`src/hdl/gpio_regs.vh`:
```
// Register map and field constants for the two-port GPIO block
`ifndef GPIO_REGS_VH
`define GPIO_REGS_VH

// ==========================================================
// Register byte offsets
`define OFF_A_DATA 12'h000
`define OFF_A_DIR 12'h004
`define OFF_A_PUE 12'h008
`define OFF_B_DATA 12'h00C
`define OFF_B_DIR 12'h010
`define OFF_B_PUE 12'h014
`define OFF_A_CFG 12'h018

// ==========================================================
// Widths, positions and reset values
`define A_PINS 6
`define B_PINS 8
`define A_PIN_TWO 2
`define CFG_IRQ_BIT 0
`define DIR_RESET 8'h00
`define PUE_RESET 8'h00
`define CFG_RESET 1'h0
`define WORD_ZERO 32'h00000000

`endif

```
`src/hdl/pin_sync.v`:
```
// Two-flop synchroniser for a vector of pin inputs
`timescale 1ns/1ns
`default_nettype none
module pin_sync #(
  parameter WIDTH = 8
) (
  input wire ref_clk,
  input wire [WIDTH-1:0] async_in,
  output wire [WIDTH-1:0] sync_out
);
  reg [WIDTH-1:0] meta_r;
  reg [WIDTH-1:0] stable_r;
  always @(posedge ref_clk) begin
    meta_r <= async_in;
    stable_r <= meta_r;
  end
  assign sync_out = stable_r;
endmodule // pin_sync
`default_nettype wire

```
`src/hdl/gpio_pin_ctrl.v`:
```
// Per-pin output, enable and pullup control for one port
`timescale 1ns/1ns
`default_nettype none
module gpio_pin_ctrl #(
  parameter WIDTH = 8,
  parameter [WIDTH-1:0] INPUT_ONLY = {WIDTH{1'b0}}
) (
  input wire [WIDTH-1:0] latch,
  input wire [WIDTH-1:0] dir,
  input wire [WIDTH-1:0] pue,
  input wire [WIDTH-1:0] pin_level,
  output wire [WIDTH-1:0] pad_out_nxt,
  output wire [WIDTH-1:0] pad_oe_nxt,
  output wire [WIDTH-1:0] pullup_nxt,
  output wire [WIDTH-1:0] read_val
);
  genvar i;
  generate
    for (i = 0; i < WIDTH; i = i + 1) begin : g_pin
      assign pad_out_nxt[i] = latch[i];
      // Input-only pins never drive
      assign pad_oe_nxt[i] = dir[i] & ~INPUT_ONLY[i];
      // Pullup only while pin is an input
      assign pullup_nxt[i] = pue[i] & ~dir[i];
      assign read_val[i] = dir[i] ? latch[i] : pin_level[i];
    end
  endgenerate
endmodule // gpio_pin_ctrl
`default_nettype wire

```
`src/hdl/dual_gpio_port.v`:
```
// Two-port GPIO block with APB register access
//
// The APB register port and the register offsets were left to the implementer.
`timescale 1ns/1ns
`default_nettype none
`include "gpio_regs.vh"
module dual_gpio_port #(
  parameter A_WIDTH = `A_PINS,
  parameter B_WIDTH = `B_PINS
) (
  input wire ref_clk,
  input wire rst_n,
  input wire psel,
  input wire penable,
  input wire pwrite,
  input wire [11:0] paddr,
  input wire [31:0] pwdata,
  input wire [3:0] pstrb,
  output reg [31:0] prdata,
  output wire pready,
  output reg pslverr,
  input wire [A_WIDTH-1:0] first_port_in,
  output reg [A_WIDTH-1:0] first_port_out,
  output reg [A_WIDTH-1:0] first_port_oe,
  output reg [A_WIDTH-1:0] first_port_pullup,
  input wire [B_WIDTH-1:0] second_port_in,
  output reg [B_WIDTH-1:0] second_port_out,
  output reg [B_WIDTH-1:0] second_port_oe,
  output reg [B_WIDTH-1:0] second_port_pullup
);

  // ========================================================
  // Register state
  reg [A_WIDTH-1:0] first_port_data_r;
  reg [A_WIDTH-1:0] first_port_direction_r;
  reg [A_WIDTH-1:0] first_port_pullup_enable_r;
  reg [B_WIDTH-1:0] second_port_data_r;
  reg [B_WIDTH-1:0] second_port_direction_r;
  reg [B_WIDTH-1:0] second_port_pullup_enable_r;
  reg irq_mode_r;
  reg pready_r;

  wire [A_WIDTH-1:0] a_pin_s;
  wire [B_WIDTH-1:0] b_pin_s;
  wire [A_WIDTH-1:0] a_out_nxt;
  wire [A_WIDTH-1:0] a_oe_nxt;
  wire [A_WIDTH-1:0] a_pu_nxt;
  wire [A_WIDTH-1:0] a_read;
  wire [B_WIDTH-1:0] b_out_nxt;
  wire [B_WIDTH-1:0] b_oe_nxt;
  wire [B_WIDTH-1:0] b_pu_nxt;
  wire [B_WIDTH-1:0] b_read;
  wire [A_WIDTH-1:0] a_read_mask;
  wire wr_en;
  wire lane0;
  reg [31:0] rdata_nxt;
  reg addr_ok;
  // Next register values
  reg [A_WIDTH-1:0] first_port_data_nxt;
  reg [A_WIDTH-1:0] first_port_direction_nxt;
  reg [A_WIDTH-1:0] first_port_pullup_enable_nxt;
  reg [B_WIDTH-1:0] second_port_data_nxt;
  reg [B_WIDTH-1:0] second_port_direction_nxt;
  reg [B_WIDTH-1:0] second_port_pullup_enable_nxt;
  reg irq_mode_nxt;
  reg sel_a_data;
  reg sel_a_dir;
  reg sel_a_pue;
  reg sel_b_data;
  reg sel_b_dir;
  reg sel_b_pue;
  reg sel_cfg;
  wire first_access;
  wire reg_write;

  // Reset values cut to the port widths
  localparam [7:0] DIR_RST = `DIR_RESET;
  localparam [7:0] PUE_RST = `PUE_RESET;

  // ========================================================
  // Pin synchronisers
  pin_sync #(.WIDTH(A_WIDTH)) u_sync_a (
    .ref_clk(ref_clk),
    .async_in(first_port_in),
    .sync_out(a_pin_s)
  );

  pin_sync #(.WIDTH(B_WIDTH)) u_sync_b (
    .ref_clk(ref_clk),
    .async_in(second_port_in),
    .sync_out(b_pin_s)
  );

  // ========================================================
  // Pin control
  // Fed with next values so the pins follow a write at its own edge
  gpio_pin_ctrl #(
    .WIDTH(A_WIDTH),
    .INPUT_ONLY({{(A_WIDTH-1){1'b0}}, 1'b1} << `A_PIN_TWO)
  ) u_ctrl_a (
    .latch(first_port_data_nxt),
    .dir(first_port_direction_nxt),
    .pue(first_port_pullup_enable_nxt),
    .pin_level(a_pin_s),
    .pad_out_nxt(a_out_nxt),
    .pad_oe_nxt(a_oe_nxt),
    .pullup_nxt(a_pu_nxt),
    .read_val(a_read)
  );

  gpio_pin_ctrl #(
    .WIDTH(B_WIDTH),
    .INPUT_ONLY({B_WIDTH{1'b0}})
  ) u_ctrl_b (
    .latch(second_port_data_nxt),
    .dir(second_port_direction_nxt),
    .pue(second_port_pullup_enable_nxt),
    .pin_level(b_pin_s),
    .pad_out_nxt(b_out_nxt),
    .pad_oe_nxt(b_oe_nxt),
    .pullup_nxt(b_pu_nxt),
    .read_val(b_read)
  );

  // Bit 2 forced low while external interrupt owns the pin
  assign a_read_mask = ~({{(A_WIDTH-1){1'b0}}, irq_mode_r}
    << `A_PIN_TWO);

  // ========================================================
  // APB slave: one wait state, answer in second access cycle
  assign wr_en = psel & penable & pready_r & pwrite & addr_ok;
  assign lane0 = pstrb[0];
  assign first_access = psel & penable & ~pready_r;
  assign reg_write = wr_en & lane0;
  assign pready = pready_r;

  // Address decode, one select per register
  always @* begin
    sel_a_data = 1'b0;
    sel_a_dir = 1'b0;
    sel_a_pue = 1'b0;
    sel_b_data = 1'b0;
    sel_b_dir = 1'b0;
    sel_b_pue = 1'b0;
    sel_cfg = 1'b0;
    addr_ok = 1'b1;
    if (paddr == `OFF_A_DATA) begin
      sel_a_data = 1'b1;
    end else if (paddr == `OFF_A_DIR) begin
      sel_a_dir = 1'b1;
    end else if (paddr == `OFF_A_PUE) begin
      sel_a_pue = 1'b1;
    end else if (paddr == `OFF_B_DATA) begin
      sel_b_data = 1'b1;
    end else if (paddr == `OFF_B_DIR) begin
      sel_b_dir = 1'b1;
    end else if (paddr == `OFF_B_PUE) begin
      sel_b_pue = 1'b1;
    end else if (paddr == `OFF_A_CFG) begin
      sel_cfg = 1'b1;
    end else begin
      addr_ok = 1'b0;
    end
  end

  // Read data, unused upper bits read zero
  always @* begin
    rdata_nxt = `WORD_ZERO;
    if (sel_a_data) begin
      rdata_nxt[A_WIDTH-1:0] = a_read & a_read_mask;
    end else if (sel_a_dir) begin
      rdata_nxt[A_WIDTH-1:0] = first_port_direction_r;
    end else if (sel_a_pue) begin
      rdata_nxt[A_WIDTH-1:0] = first_port_pullup_enable_r;
    end else if (sel_b_data) begin
      rdata_nxt[B_WIDTH-1:0] = b_read;
    end else if (sel_b_dir) begin
      rdata_nxt[B_WIDTH-1:0] = second_port_direction_r;
    end else if (sel_b_pue) begin
      rdata_nxt[B_WIDTH-1:0] = second_port_pullup_enable_r;
    end else if (sel_cfg) begin
      rdata_nxt[`CFG_IRQ_BIT] = irq_mode_r;
    end
  end

  // Ready handshake and read data capture
  always @(posedge ref_clk) begin
    if (!rst_n) begin
      pready_r <= 1'b0;
      prdata <= `WORD_ZERO;
      pslverr <= 1'b0;
    end else begin
      pready_r <= first_access;
      if (first_access) begin
        pslverr <= ~addr_ok;
        prdata <= pwrite ? `WORD_ZERO : rdata_nxt;
      end else begin
        pslverr <= 1'b0;
      end
    end
  end

  // ========================================================
  // Next register values, seen by the pins at the write edge
  always @* begin
    first_port_data_nxt = first_port_data_r;
    first_port_direction_nxt = first_port_direction_r;
    first_port_pullup_enable_nxt = first_port_pullup_enable_r;
    second_port_data_nxt = second_port_data_r;
    second_port_direction_nxt = second_port_direction_r;
    second_port_pullup_enable_nxt = second_port_pullup_enable_r;
    irq_mode_nxt = irq_mode_r;
    if (reg_write) begin
      if (sel_a_data) begin
        first_port_data_nxt = pwdata[A_WIDTH-1:0];
      end else if (sel_a_dir) begin
        first_port_direction_nxt = pwdata[A_WIDTH-1:0];
      end else if (sel_a_pue) begin
        first_port_pullup_enable_nxt = pwdata[A_WIDTH-1:0];
      end else if (sel_b_data) begin
        second_port_data_nxt = pwdata[B_WIDTH-1:0];
      end else if (sel_b_dir) begin
        second_port_direction_nxt = pwdata[B_WIDTH-1:0];
      end else if (sel_b_pue) begin
        second_port_pullup_enable_nxt = pwdata[B_WIDTH-1:0];
      end else if (sel_cfg) begin
        irq_mode_nxt = pwdata[`CFG_IRQ_BIT];
      end
    end
  end

  // ========================================================
  // Control registers with reset
  always @(posedge ref_clk) begin
    if (!rst_n) begin
      first_port_direction_r <= DIR_RST[A_WIDTH-1:0];
      second_port_direction_r <= DIR_RST[B_WIDTH-1:0];
      first_port_pullup_enable_r <= PUE_RST[A_WIDTH-1:0];
      second_port_pullup_enable_r <= PUE_RST[B_WIDTH-1:0];
      irq_mode_r <= `CFG_RESET;
    end else begin
      first_port_direction_r <= first_port_direction_nxt;
      second_port_direction_r <= second_port_direction_nxt;
      first_port_pullup_enable_r <= first_port_pullup_enable_nxt;
      second_port_pullup_enable_r <= second_port_pullup_enable_nxt;
      irq_mode_r <= irq_mode_nxt;
    end
  end

  // ========================================================
  // Data latches: no reset, always writable
  always @(posedge ref_clk) begin
    first_port_data_r <= first_port_data_nxt;
    second_port_data_r <= second_port_data_nxt;
  end

  // ========================================================
  // Port A pin outputs, following the next register values
  always @(posedge ref_clk) begin
    if (!rst_n) begin
      first_port_out <= {A_WIDTH{1'b0}};
      first_port_oe <= {A_WIDTH{1'b0}};
      first_port_pullup <= {A_WIDTH{1'b0}};
    end else begin
      first_port_out <= a_out_nxt;
      first_port_oe <= a_oe_nxt;
      first_port_pullup <= a_pu_nxt;
    end
  end

  // ========================================================
  // Port B pin outputs, following the next register values
  always @(posedge ref_clk) begin
    if (!rst_n) begin
      second_port_out <= {B_WIDTH{1'b0}};
      second_port_oe <= {B_WIDTH{1'b0}};
      second_port_pullup <= {B_WIDTH{1'b0}};
    end else begin
      second_port_out <= b_out_nxt;
      second_port_oe <= b_oe_nxt;
      second_port_pullup <= b_pu_nxt;
    end
  end

endmodule // dual_gpio_port
`default_nettype wire

```
`config.mk`:
```
export PLATFORM = sky130hd
export DESIGN_NAME = dual_gpio_port
export DESIGN_NICKNAME = d
export VERILOG_FILES = /design/src/hdl/pin_sync.v /design/src/hdl/gpio_pin_ctrl.v /design/src/hdl/dual_gpio_port.v
export VERILOG_INCLUDE_DIRS = /design/src /design/src/hdl
export SDC_FILE = /design/constraint.sdc
export NUM_CORES = 1
export LEC_CHECK = 0
export ABC_AREA = 1
export BUFFER_PORTS_ARGS = -buffer_cell sky130_fd_sc_hd__buf_2
export CAP_MARGIN = 15
export CORE_ASPECT_RATIO = 0.5
export CORE_MARGIN = 4
export CORE_UTILIZATION = 50
export DETAILED_ROUTE_END_ITERATION = 8
export PLACE_DENSITY = 0.79
export SYNTH_ARGS = -nofsm -noshare
export SYNTH_HDL_FRONTEND = slang
export SYNTH_SLANG_ARGS = --single-unit
```
`constraint.sdc`:
```
create_clock -name ref_clk -period 2.56 [get_ports ref_clk]
set_clock_uncertainty 0.2 [all_clocks]
set_input_delay 0 -clock ref_clk [delete_from_list [all_inputs] [get_ports ref_clk]]
set_output_delay 0 -clock ref_clk [all_outputs]
set_load 0.05 [all_outputs]
```
==> results.cfg <==
[worst_setup_path]
start_kind = input pin
crit_chain = dlygate4sd3_1 > buf_2 > nor2_4 > nand2_2 > nor2_2 > o21ai_4 > nand3_4 > buf_6 > nand3_4 > o21ai_1 > inv_1 > nand2_1 > nand3_1 > nand2_1 > nand2_1 > a21oi_1
cp_data_required_time_ns = 2.63
critPathMaxStageDelay_ns = 0.53
critPathSlowestCell = dlygate4sd3_1
worst-path-max-fanout = 14
crit_path_frequent_cell = nand2_1
worstSetupPathType = in2reg
crit_arrival_ns = 2.42
crit_path_end_kind = flop

[route]
wirelength_mm = 10.3
drc_errors = 0
first_pass_iters = 5
wl_per_cell_um = 13.2
drt-initial-drc-count = 289
viasPerCell = 4.88
ant_nets = 0
vias = 3779

[floorplan]
die-area_um2 = 10500
coreArea_um2 = 8290
pin_count = 143
die_h_um = 74.3
chipWidth_um = 141
rows = 23
start_util = 0.531

[sta]
finalCritPeriodShare = 0.921
fin_setup_tns_ns = 0
max_freq_mhz = 424
relSlewSlack = 0.436
setup_viol = 0
hold_viol_final = 0
drv_slew = 0
layout_min_cycle_time_ns = 2.36
fin_ws_ns = 0.203
tightest_slew_ns = 0.846
rsz0062_at_grt = false

[layout]
num-nets-final = 725
fillers = 647
fin_area_um2 = 5460
area_delta_synth_final_pct = 24.0
drive_gt1_frac = 0.258
antennaDiodeCount = 0

[synthesis]
synth_most_common_cell = nand2_1
synth-main-ff-cell = dfxtp_1
synth_top_area_frac = 0.496
syn_inst = 540
synth_largest_area_cell = dfxtp_1
synth.ff_latch_count = 109
yosysWarnings = 0
synthDistinctLibCells = 34
syn-cell-area_um2 = 4400
synth_commonest_cells = nand2_1 (112), dfxtp_1 (109), inv_1 (60)
async_flop_share = 0
synth_edf_count = 0
yosysSeqAreaShare = 0.496
synth_area_per_cell_um2 = 8.14
synth_top_cells_by_area = dfxtp_1 (50%), nand2_1 (9.6%), buf_4 (5.3%)

[grt]
overflow = 0
grt_pass1_vias = 3564
grt_pass1_wl_mm = 16.4
grtUsageTotal = 0.201
antenna_found_initial = 0
grt_max_degree = 26

[place]
dp.final_hpwl_mm = 7.32
dpl_cell_area_um2 = 4830
port-buffer-count = 90
gp_congestion = 0.878
place_ws_ns = 0.286

[run_status]
status = complete, no violations

[power]
leakage_nw = 2.70
ir_drop_v = 0.000389
powerDensity_nw_per_um2 = 616
total_power_mw = 3.36

[cts]
clock-root-buffer = clkbuf_16
cts_buffer_depth = 2
clock_sinks = 109
clk_pin_slew_ns = 0.07
cts_tree = done
cts_buffers = 9
ctsHtreeMaxLevel = 3
clock_latency_ns = 0.35

[min_path]
holdCritPathClass = in2reg

[job]
max-cap-violations = 0
[state kept, by name, summed over array words and instances (netlist names), 8 cells and up]
signal,count
second_port_pullup,8
u_sync_b.meta_r,8
second_port_data_r,8
prdata,8
second_port_oe,8
u_sync_b.sync_out,8
second_port_out,8
second_port_pullup_enable_r,8
[critical path, delay by kind of cell]
kind	cells	cell delay [ns]
compound gates	3	0.51
buf+inv	4	0.93
simple gates	9	0.96
[per-stage QoR]
| step | cells | utilization | hold slack, ns |
|---|---|---|---|
| global route | 775 | 0.658 | 0.0452 |
| detailed placement | 730 | 0.583 | -0.0964 |
| finish | 775 | 0.658 | 0.0129 |
| floorplan | 564 | - | -0.172 |
| global placement | 730 | 0.583 | -0.0981 |
| CTS | 774 | 0.654 | 0.000812 |
[final cells by class]
class | instances | area [um^2] | share of cell area
Timing Repair Buffer | 130 | 837 | 0.153
Tap cell | 112 | 140 | 0.0257
Inverter | 66 | 251 | 0.0461
Sequential cell | 109 | 2180 | 0.400
Multi-Input combinational cell | 342 | 1740 | 0.318
Clock inverter | 2 | 13.8 | 0.00252
Clock buffer | 14 | 294 | 0.0539
[placed cells by master (no fill, tap or decap), drive strengths merged]
cell type	count
o211ai	6
and2	7
nor2	59
or2	6
dfxtp	109
clkbuf	14
nand4	15
o21ai	33
dlygate4sd3	28
nor3	1
buf	102
o221ai	1
clkinvlp	1
conb	25
clkinv	2
nand3	29
o211a	1
a211oi	8
inv	65
a21oi	36
nand2	115
[worst paths after layout]
kind,endpoint,startpoint,slack (ns),cells after the start
max,prdata[7]$_SDFFE_PN0P_,paddr[0],0.20,16
min,second_port_out[5]$_SDFF_PN0_,penable,0.01,5
max reg2reg,prdata[7]$_SDFFE_PN0P_,pready$_SDFF_PN0_,0.37,11
min reg2reg,u_sync_b.sync_out[2]$_DFF_P_,u_sync_b.meta_r[2]$_DFF_P_,0.13,0
[cell families after synthesis]
kind of cell,Yosys count,share of synthesized area
AND/OR/NAND/NOR,232,0.253
AO/OA/AOI/OAI,85,0.118
buffers and inverters,113,0.132
flip-flops,109,0.496
other,1,0.000853
[timing repair]
action / 4_1_cts / 5_1_grt
gates resized for setup: 0 / 4
endpoints found under the hold margin: 92 / 0
buffers inserted: 0 / 1
setup endpoints to repair: 0 / 13
hold buffers: 28 / 0
[report_power, final]
part,internal (mW),switching (mW)
Combinational,0.0691,0.177
Clock,0.793,0.586
Sequential,1.72,0.00814
[routing by layer]
metal	track usage	vias to the layer above	share of wire
met5	0	-	0
met1	0.252	1698	0.44
met3	0.0597	20	0.088
met2	0.331	157	0.45
li1	-	1904	-
met4	0.0902	0	0.020
(Power assumes the default switching activity.)
